### src/include/tmc_defs.svh
// Constants for the timer/counter with capture and match.
// Assumes inclusion by bare name from design files and the package.
`ifndef TMC_DEFS_SVH
`define TMC_DEFS_SVH

`define TMC_W 32
`define TMC_NCH 4
`define TMC_ZERO 32'h00000000
`define TMC_ONE 32'h00000001
// Counting mode field
`define TMC_MODE_TIMER 2'h0
`define TMC_MODE_RISE 2'h1
`define TMC_MODE_FALL 2'h2
`define TMC_MODE_BOTH 2'h3
// External match action field
`define TMC_ACT_NONE 2'h0
`define TMC_ACT_LOW 2'h1
`define TMC_ACT_HIGH 2'h2
`define TMC_ACT_TOGGLE 2'h3
// Per-channel match control bit positions
`define TMC_MC_IRQ 0
`define TMC_MC_RESET 1
`define TMC_MC_STOP 2
// Per-channel capture control bit positions
`define TMC_CC_RISE 0
`define TMC_CC_FALL 1
`define TMC_CC_IRQ 2
// Pin combiner select
`define TMC_COMB_OR 1'h0
`define TMC_COMB_AND 1'h1

`endif

### src/include/tmc_pkg.sv
// Types shared by the timer/counter design files.
// Assumes tmc_defs.svh is on the include path.
`include "tmc_defs.svh"

package tmc_pkg;
	typedef logic [`TMC_W-1:0] tmc_word_t;
	typedef enum logic [2:0]
	{
		TMC_IDLE = 3'h1,
		TMC_RUN = 3'h2,
		TMC_HALT = 3'h4
	} tmc_state_e;
endpackage

### src/design/tmc_edge.sv
// Edge detector for one already-synchronous input.
// Assumes the input is synchronous to i_clock.
`timescale 1ns/1ns
`include "tmc_defs.svh"

module tmc_edge
	import tmc_pkg::*;
(
	input wire logic i_clock,
	input wire logic i_rst_n,
	input wire logic i_level,
	output logic o_rise,
	output logic o_fall
);
	logic last;

	always_ff @(posedge i_clock or negedge i_rst_n)
	begin
		if (!i_rst_n)
			last <= 1'b0;
		else
			last <= i_level;
	end

	assign o_rise = i_level & ~last;
	assign o_fall = ~i_level & last;
endmodule // tmc_edge

### src/design/tmc_pin_comb.sv
// Combines several pins into one capture source by OR or AND.
// Assumes pins synchronous; an unselected pin is simply left out.
`timescale 1ns/1ns
`include "tmc_defs.svh"

module tmc_pin_comb
	import tmc_pkg::*;
(
	input wire logic [`TMC_NCH-1:0] i_pins,
	input wire logic [`TMC_NCH-1:0] i_sel,
	input wire logic i_and,
	output logic o_level
);
	always_comb
	begin
		if (i_and == `TMC_COMB_AND)
			o_level = (i_sel != 4'h0) && ((i_pins & i_sel) == i_sel);
		else
			o_level = |(i_pins & i_sel);
	end
endmodule // tmc_pin_comb

### src/design/tmc_timer.sv
// Timer/counter: 32-bit count, 32-bit prescaler, four match, four capture.
// Assumes control inputs are synchronous; all but i_enable, i_count_reset and i_irq_clear are static configuration.
`timescale 1ns/1ns
`include "tmc_defs.svh"

module tmc_timer
	import tmc_pkg::*;
(
	input wire logic i_clock,
	input wire logic i_rst_n,
	input wire logic i_enable,
	input wire logic i_count_reset,
	input wire logic [1:0] i_mode,
	input wire logic [1:0] i_count_src,
	input wire logic [`TMC_W-1:0] i_prescale,
	input wire logic [`TMC_W-1:0] i_match0,
	input wire logic [`TMC_W-1:0] i_match1,
	input wire logic [`TMC_W-1:0] i_match2,
	input wire logic [`TMC_W-1:0] i_match3,
	input wire logic [11:0] i_match_ctrl,
	input wire logic [7:0] i_match_act,
	input wire logic [11:0] i_cap_ctrl,
	input wire logic [`TMC_NCH-1:0] i_cap_pins,
	input wire logic [15:0] i_cap_sel,
	input wire logic [`TMC_NCH-1:0] i_cap_and,
	input wire logic [`TMC_NCH-1:0] i_match_out_en,
	input wire logic [`TMC_NCH-1:0] i_irq_clear,
	output logic [`TMC_W-1:0] o_count,
	output logic [`TMC_W-1:0] o_prescale_count,
	output logic [`TMC_W-1:0] o_capture0,
	output logic [`TMC_W-1:0] o_capture1,
	output logic [`TMC_W-1:0] o_capture2,
	output logic [`TMC_W-1:0] o_capture3,
	output logic [`TMC_NCH-1:0] o_match_irq,
	output logic [`TMC_NCH-1:0] o_cap_irq,
	output logic [`TMC_NCH-1:0] o_match_out,
	output logic [15:0] o_match_pins,
	output logic o_halted
);
	// ------------------------------------------------------------
	// Capture input combining and edge detection
	// ------------------------------------------------------------
	logic [`TMC_NCH-1:0] cap_level;
	logic [`TMC_NCH-1:0] cap_rise;
	logic [`TMC_NCH-1:0] cap_fall;
	tmc_word_t match_val [`TMC_NCH];
	tmc_word_t capture [`TMC_NCH];
	tmc_state_e state;
	tmc_word_t count;
	tmc_word_t pcount;

	assign match_val[0] = i_match0;
	assign match_val[1] = i_match1;
	assign match_val[2] = i_match2;
	assign match_val[3] = i_match3;

	genvar g;
	generate
		for (g = 0; g < `TMC_NCH; g++)
		begin : g_cap
			tmc_pin_comb u_comb
			(
				.i_pins(i_cap_pins),
				.i_sel(i_cap_sel[g*4 +: 4]),
				.i_and(i_cap_and[g]),
				.o_level(cap_level[g])
			);
			tmc_edge u_edge
			(
				.i_clock(i_clock),
				.i_rst_n(i_rst_n),
				.i_level(cap_level[g]),
				.o_rise(cap_rise[g]),
				.o_fall(cap_fall[g])
			);
		end
	endgenerate

	// ------------------------------------------------------------
	// Count enable selection
	// ------------------------------------------------------------
	function automatic logic ext_tick(input logic [1:0] mode, input logic r, input logic f);
		case (mode)
			`TMC_MODE_RISE: ext_tick = r;
			`TMC_MODE_FALL: ext_tick = f;
			`TMC_MODE_BOTH: ext_tick = r | f;
			default: ext_tick = 1'b0;
		endcase
	endfunction

	logic tick;
	logic step;
	logic running;
	logic [`TMC_NCH-1:0] match_hit;
	logic any_reset;
	logic any_stop;

	assign running = (state == TMC_RUN);
	// Pulses shorter than a clock are missed; source must hold a full period
	always_comb
	begin
		if (i_mode == `TMC_MODE_TIMER)
			tick = running;
		else
			tick = running && ext_tick(i_mode, cap_rise[i_count_src],
				cap_fall[i_count_src]);
	end

	assign step = tick && (pcount == i_prescale);

	// Match only counts when this step is about to move the count onto the value
	always_comb
	begin
		for (int i = 0; i < `TMC_NCH; i++)
			match_hit[i] = step && ((count + `TMC_ONE) == match_val[i]);
	end

	always_comb
	begin
		any_reset = 1'b0;
		any_stop = 1'b0;
		for (int i = 0; i < `TMC_NCH; i++)
		begin
			any_reset = any_reset | (match_hit[i] & i_match_ctrl[i*3 + `TMC_MC_RESET]);
			any_stop = any_stop | (match_hit[i] & i_match_ctrl[i*3 + `TMC_MC_STOP]);
		end
	end

	// ------------------------------------------------------------
	// Run state
	// ------------------------------------------------------------
	always_ff @(posedge i_clock or negedge i_rst_n)
	begin
		if (!i_rst_n)
			state <= TMC_IDLE;
		else
		begin
			case (state)
				TMC_IDLE: if (i_enable) state <= TMC_RUN;
				TMC_RUN:
				begin
					if (any_stop)
						state <= TMC_HALT;
					else if (!i_enable)
						state <= TMC_IDLE;
				end
				TMC_HALT: if (!i_enable) state <= TMC_IDLE;
				default: state <= TMC_IDLE;
			endcase
		end
	end

	always_ff @(posedge i_clock or negedge i_rst_n)
	begin
		if (!i_rst_n)
			o_halted <= 1'b0;
		else
			o_halted <= (state == TMC_HALT) || (running && any_stop);
	end

	// ------------------------------------------------------------
	// Prescaler and count
	// ------------------------------------------------------------
	always_ff @(posedge i_clock or negedge i_rst_n)
	begin
		if (!i_rst_n)
			pcount <= `TMC_ZERO;
		else if (i_count_reset || step)
			pcount <= `TMC_ZERO;
		else if (tick)
			pcount <= pcount + `TMC_ONE;
	end

	always_ff @(posedge i_clock or negedge i_rst_n)
	begin
		if (!i_rst_n)
			count <= `TMC_ZERO;
		else if (i_count_reset || any_reset)
			count <= `TMC_ZERO;
		else if (step)
			count <= count + `TMC_ONE;
	end

	assign o_count = count;
	assign o_prescale_count = pcount;

	// ------------------------------------------------------------
	// Capture registers and interrupt flags
	// ------------------------------------------------------------
	function automatic logic cap_take(input logic r, input logic f, input logic [2:0] ctrl);
		cap_take = (r & ctrl[`TMC_CC_RISE]) | (f & ctrl[`TMC_CC_FALL]);
	endfunction

	always_ff @(posedge i_clock or negedge i_rst_n)
	begin
		if (!i_rst_n)
		begin
			for (int i = 0; i < `TMC_NCH; i++)
				capture[i] <= `TMC_ZERO;
		end
		else
		begin
			for (int i = 0; i < `TMC_NCH; i++)
				if (cap_take(cap_rise[i], cap_fall[i], i_cap_ctrl[i*3 +: 3]))
					capture[i] <= count;
		end
	end

	assign o_capture0 = capture[0];
	assign o_capture1 = capture[1];
	assign o_capture2 = capture[2];
	assign o_capture3 = capture[3];

	// Set wins over a same-cycle clear so no event is lost
	always_ff @(posedge i_clock or negedge i_rst_n)
	begin
		if (!i_rst_n)
		begin
			o_match_irq <= 4'h0;
			o_cap_irq <= 4'h0;
		end
		else
		begin
			for (int i = 0; i < `TMC_NCH; i++)
			begin
				if (match_hit[i] & i_match_ctrl[i*3 + `TMC_MC_IRQ])
					o_match_irq[i] <= 1'b1;
				else if (i_irq_clear[i])
					o_match_irq[i] <= 1'b0;
				if (cap_take(cap_rise[i], cap_fall[i], i_cap_ctrl[i*3 +: 3]) &
					i_cap_ctrl[i*3 + `TMC_CC_IRQ])
					o_cap_irq[i] <= 1'b1;
				else if (i_irq_clear[i])
					o_cap_irq[i] <= 1'b0;
			end
		end
	end

	// ------------------------------------------------------------
	// External match outputs
	// ------------------------------------------------------------
	function automatic logic apply_act(input logic [1:0] act, input logic cur);
		case (act)
			`TMC_ACT_LOW: apply_act = 1'b0;
			`TMC_ACT_HIGH: apply_act = 1'b1;
			`TMC_ACT_TOGGLE: apply_act = ~cur;
			default: apply_act = cur;
		endcase
	endfunction

	always_ff @(posedge i_clock or negedge i_rst_n)
	begin
		if (!i_rst_n)
			o_match_out <= 4'h0;
		else
			for (int i = 0; i < `TMC_NCH; i++)
				if (match_hit[i])
					o_match_out[i] <= apply_act(i_match_act[i*2 +: 2], o_match_out[i]);
	end

	// Broadcast: each match output fans to four pins, pin p of every group gated by enable bit p
	always_ff @(posedge i_clock or negedge i_rst_n)
	begin
		if (!i_rst_n)
			o_match_pins <= 16'h0000;
		else
			for (int i = 0; i < `TMC_NCH; i++)
				for (int p = 0; p < `TMC_NCH; p++)
					o_match_pins[i*4 + p] <= i_match_out_en[p] &
						(match_hit[i] ? apply_act(i_match_act[i*2 +: 2], o_match_out[i])
						: o_match_out[i]);
	end

	// ------------------------------------------------------------
	// Checks
	// ------------------------------------------------------------
	a_reset_to_zero: assert property (@(posedge i_clock) disable iff (!i_rst_n)
		(any_reset && !i_count_reset) |=> count == `TMC_ZERO)
		else $error("count not zero after reset match");
	a_stop_halts: assert property (@(posedge i_clock) disable iff (!i_rst_n)
		(running && any_stop && i_enable) |=> state == TMC_HALT ##1 $stable(count))
		else $error("counter did not halt on stop match");
	a_step_advance: assert property (@(posedge i_clock) disable iff (!i_rst_n)
		(step && !any_reset && !i_count_reset) |=> count == $past(count) + `TMC_ONE)
		else $error("count missed a step");
	a_prescale_wrap: assert property (@(posedge i_clock) disable iff (!i_rst_n)
		(step && !i_count_reset) |=> pcount == `TMC_ZERO)
		else $error("prescaler did not wrap");
	a_prescale_hold: assert property (@(posedge i_clock) disable iff (!i_rst_n)
		(!tick && !i_count_reset) |=> $stable(pcount))
		else $error("prescaler moved without tick");
	a_capture_latch: assert property (@(posedge i_clock) disable iff (!i_rst_n)
		(cap_rise[0] && i_cap_ctrl[`TMC_CC_RISE]) |=> capture[0] == $past(count))
		else $error("capture 0 missed count");
	a_cap_flag_set: assert property (@(posedge i_clock) disable iff (!i_rst_n)
		(cap_rise[1] && i_cap_ctrl[3 + `TMC_CC_RISE] && i_cap_ctrl[3 + `TMC_CC_IRQ])
		|=> o_cap_irq[1])
		else $error("capture flag not set");
	a_match_flag_set: assert property (@(posedge i_clock) disable iff (!i_rst_n)
		(match_hit[0] && i_match_ctrl[`TMC_MC_IRQ]) |=> o_match_irq[0])
		else $error("match flag not set");
	a_toggle_out: assert property (@(posedge i_clock) disable iff (!i_rst_n)
		(match_hit[0] && i_match_act[1:0] == `TMC_ACT_TOGGLE)
		|=> o_match_out[0] != $past(o_match_out[0]))
		else $error("match output did not toggle");
	a_match_equal: assert property (@(posedge i_clock) disable iff (!i_rst_n)
		(match_hit[1] && !any_reset && !i_count_reset) |=> count == i_match1)
		else $error("match with unequal count");
endmodule // tmc_timer

### config.mk
export PLATFORM = sky130hd
export DESIGN_NAME = tmc_timer
export DESIGN_NICKNAME = d
export VERILOG_FILES = /design/src/include/tmc_pkg.sv /design/src/design/tmc_edge.sv /design/src/design/tmc_pin_comb.sv /design/src/design/tmc_timer.sv
export VERILOG_INCLUDE_DIRS = /design/src /design/src/include
export SDC_FILE = /design/constraint.sdc
export NUM_CORES = 1
export LEC_CHECK = 0
export BUFFER_PORTS_ARGS = -buffer_cell sky130_fd_sc_hd__buf_2
export CAP_MARGIN = 30
export CORE_AREA = 2 2 174 176
export DETAILED_ROUTE_END_ITERATION = 8
export DIE_AREA = 0 0 176 178
export PLACE_DENSITY_LB_ADDON = 0.25
export SLEW_MARGIN = 25
export SYNTH_ARGS = -nofsm -noshare
export SYNTH_HDL_FRONTEND = slang
export SYNTH_SLANG_ARGS = --single-unit
### constraint.sdc
create_clock -name i_clock -period 9.75 [get_ports i_clock]
set_input_delay 1.4625 -clock i_clock [delete_from_list [all_inputs] [get_ports i_clock]]
set_output_delay 1.4625 -clock i_clock [all_outputs]
set_load 0.02 [all_outputs]
==> impl_metrics.tcl <==
set metrics [dict create \
    synth_mux_area_frac 0.0460 \
    period_share 0.548 \
    period_minus_slack_ps 5350 \
    num_vias 16900 \
    yosys.area_share.simple 0.251 \
    core_um2 29400 \
    rsz0062_at_grt "no" \
    status "complete, no violations" \
    htree_levels 1 \
    synth_area_leaders "dfrtp_1 (36%), xnor2_1 (8.0%), xnor3_1 (4.7%), nand2_1 (4.2%), mux2_2 (4.2%)" \
    grt_pass1_vias 15900 \
    cts_root_buffer "clkbuf_16" \
    tns_ps 0 \
    netlist.area_leader.share 0.356 \
    synth-async-reset-ratio 1.00 \
    cts_setup_buffers 0 \
    cts_buffer_depth 3 \
    synth_fa_ha_area_frac 0.00157 \
    drv_slew 0 \
    viasPerCell 6.60 \
    port_buffers 452 \
    first_pass_iters 6 \
    ant_nets 0 \
    maxCapViolations 0 \
    setup_viol_count_final 0 \
    max_freq_mhz 187 \
    synth_top_family_by_area "simple AND/OR/NAND/NOR gates" \
    yosys_warnings 0 \
    finalHoldViolCount 0 \
    drive_above_1_share 0.287 \
    ys_ff_latch 228 \
    synthFlopType "dfrtp_1" \
    routedWlPerCell_um 27.1 \
    slew_headroom 0.268 \
    drc 0 \
    syn_nets 1989 \
    dp_cells 2515 \
    synth_compound_area_frac 0.152 \
    cts_sinks 228 \
    initial_core_util 0.543 \
    synth_cell_type_count 92 \
    cp-end-kind "flip-flop" \
    grt_overflow_total 0 \
    synth_cells 1755 \
    hold_path.class "flip-flop to flip-flop" \
    yosys.area.top_type "dfrtp_1" \
    wirelength_um 69300 \
    synth.avg_cell_area_um2 9.10 \
    path_max_fanout 32 \
    worst_slew_pin_slew_ps 1090 \
    synthXorXnorAreaFrac 0.146 \
    cts-resized-gates 0 \
    fp.dieH_um 178 \
    worst_clock_skew_ps 17.1 \
    cts_buffers 24 \
    cts_tree "done" \
    vdd_drop_max_v 0.000111 \
    grt_start_max_net_pins 87 \
    io_pins 453 \
    criticalPathCategory "flip-flop to flip-flop" \
    num_rows 63 \
    gp_congestion 1.08 \
    arrival_ps 5760 \
    grt.total_usage 0.426 \
    seq_area_frac_synth 0.357 \
    synth-edff-count 0 \
    fin_cells 2560 \
    clk_pin_slew_worst_paths_ps 60 \
    pwr_density_cell_nw_per_um2 115 \
    grt_antenna_before_repair 4 \
    start_kind "flip-flop" \
    syn_area_um2 16000 \
    grt_first_pass_wirelength_um 99700 \
    leakagePower_nw 8.98 \
    die_area_um2 31300 \
    required_ps 10170 \
    dp_hpwl_um 52700 \
    first_iter_violations 2574 \
    die_x_um 176 \
    insertion_delay_ps 560 \
    final_nets 2386 \
    syn_to_final_growth_pct 21.1 \
    holdBufCountCts 0 \
]
## report_power, final
group	switching, W	internal, W	total (W)
combinational	0.000179	0.000114	0.000293
clock	0.000401	0.000573	0.000974
sequential	0.00000823	0.000955	0.000963
## worst paths after layout
kind	from	endpoint	slack [ps]	cells after the start
min in group asynchronous	i_rst_n	o_capture0[8]$_DFFE_PN0N_	890	1
max in group asynchronous	i_rst_n	o_prescale_count[12]$_DFFE_PN0P_	7470	2
max reg2reg	o_count[7]$_DFFE_PN0P_	o_count[9]$_DFFE_PN0P_	4400	10
max	o_count[7]$_DFFE_PN0P_	o_count[9]$_DFFE_PN0P_	4400	10
min	o_capture2[28]$_DFFE_PN0N_	o_capture2[28]$_DFFE_PN0N_	480	2
min reg2reg	o_capture2[28]$_DFFE_PN0N_	o_capture2[28]$_DFFE_PN0N_	480	2
## cell usage in the layout, fill, tap and decap left out, drive strengths merged, types with 13 or more instances in the layout
master	Yosys	routed
nor3	57	57
clkbuf	53	31
o21ai	118	118
a31oi	16	16
nor4	46	46
xnor3	33	33
inv	61	61
and2	26	26
and3	18	18
and4	18	18
nand3	50	50
nand4	60	60
buf	54	478
a21oi	47	47
dfrtp	227	227
nor2b	47	47
nand2	179	179
xnor2	145	145
nor2	119	119
o211ai	15	15
a2111oi	13	13
xor2	33	33
or3	26	26
nand2b	19	19
mux2	59	59
## registers in the layout (all words and copies together), names as in the netlist, 3 cells and up
name	cells
o_match_pins	16
o_capture1	32
state	3
o_capture2	32
o_count	32
o_capture0	32
o_prescale_count	32
o_match_out	4
o_match_irq	4
o_cap_irq	4
o_capture3	32
g_cap.u_edge.last	4
## cell usage after synthesis, drive strengths merged, types with 6 or more instances
| cell | instances |
|---|---|
| inv | 61 |
| nor4b | 7 |
| o221ai | 7 |
| a31oi | 16 |
| o211ai | 15 |
| nor4 | 46 |
| and2 | 26 |
| or3 | 26 |
| dfrtp | 227 |
| mux2 | 59 |
| mux2i | 7 |
| nand3b | 7 |
| o2111ai | 10 |
| o211a | 9 |
| nand3 | 50 |
| o31ai | 8 |
| and4 | 18 |
| nand4 | 60 |
| nor3b | 6 |
| clkbuf | 53 |
| xor2 | 33 |
| nand2 | 179 |
| xnor3 | 33 |
| a22oi | 11 |
| buf | 54 |
| o22ai | 11 |
| nor3 | 57 |
| and3 | 18 |
| nor2b | 47 |
| or4 | 9 |
| o21ai | 118 |
| a211o | 9 |
| o41ai | 6 |
| o2111a | 6 |
| nand2b | 19 |
| a21oi | 47 |
| xnor2 | 145 |
| a211oi | 7 |
| and4b | 7 |
| a2111oi | 13 |
| nor2 | 119 |
## cells by family (layout without fill, tap and decap cells)
kind of cell	count (synthesis)	count (layout)
other	0	3
AOI/OAI and AO/OA	354	354
xor gates and xnor gates	212	212
DFF	228	228
adders and majority gates	2	2
and+or+nand+nor	721	721
buffers and inverters	172	584
muxes	66	66
## cell type report
| cell class | instances | area [um^2] |
|---|---|---|
| fill | 2427 | 10100 |
| multi-input combinational | 1355 | 9600 |
| sequential | 228 | 5710 |
| timing repair buffer | 478 | 2480 |
| clock buffer | 31 | 647 |
| tap | 390 | 488 |
| inverter | 65 | 244 |
| clock inverter | 10 | 168 |
| antenna | 3 | 7.51 |
## critical path, cell delays in order, from the launching register on
cell      delay (ps)
dfrtp_1          790
nand4_2          750
nor3_2           970
nand2_1          250
xnor2_1          210
a2111o_1         410
nor4_1           880
and4_1           300
or4_1            100
buf_4            390
nor2_1           120
## metal layers
metal  vias up  part of all wire  track usage
li1       7203                 -            -
met1      8141              0.38        0.566
met2      1272              0.44        0.645
met3       268              0.12        0.108
met4         2             0.062        0.226
met5         -           0.00013            0
## stage by stage
| stage | hold slack (ps) | total power [W] | utilization | worst slack (ps) | instance area (um^2) |
|---|---|---|---|---|---|
| after global placement | 456 | 0.00126 | 0.629 | 4630 | 18500 |
| after floorplan | 497 | 0.00112 | - | 5740 | 16000 |
| final | 476 | 0.00223 | 0.658 | 4400 | 19300 |
| after global routing | 502 | 0.00229 | 0.658 | 4400 | 19300 |
| after CTS | 479 | 0.00223 | 0.657 | 4750 | 19300 |
| after detailed placement | 465 | 0.00126 | 0.629 | 4570 | 18500 |
Power figures use the tool's default switching activity.
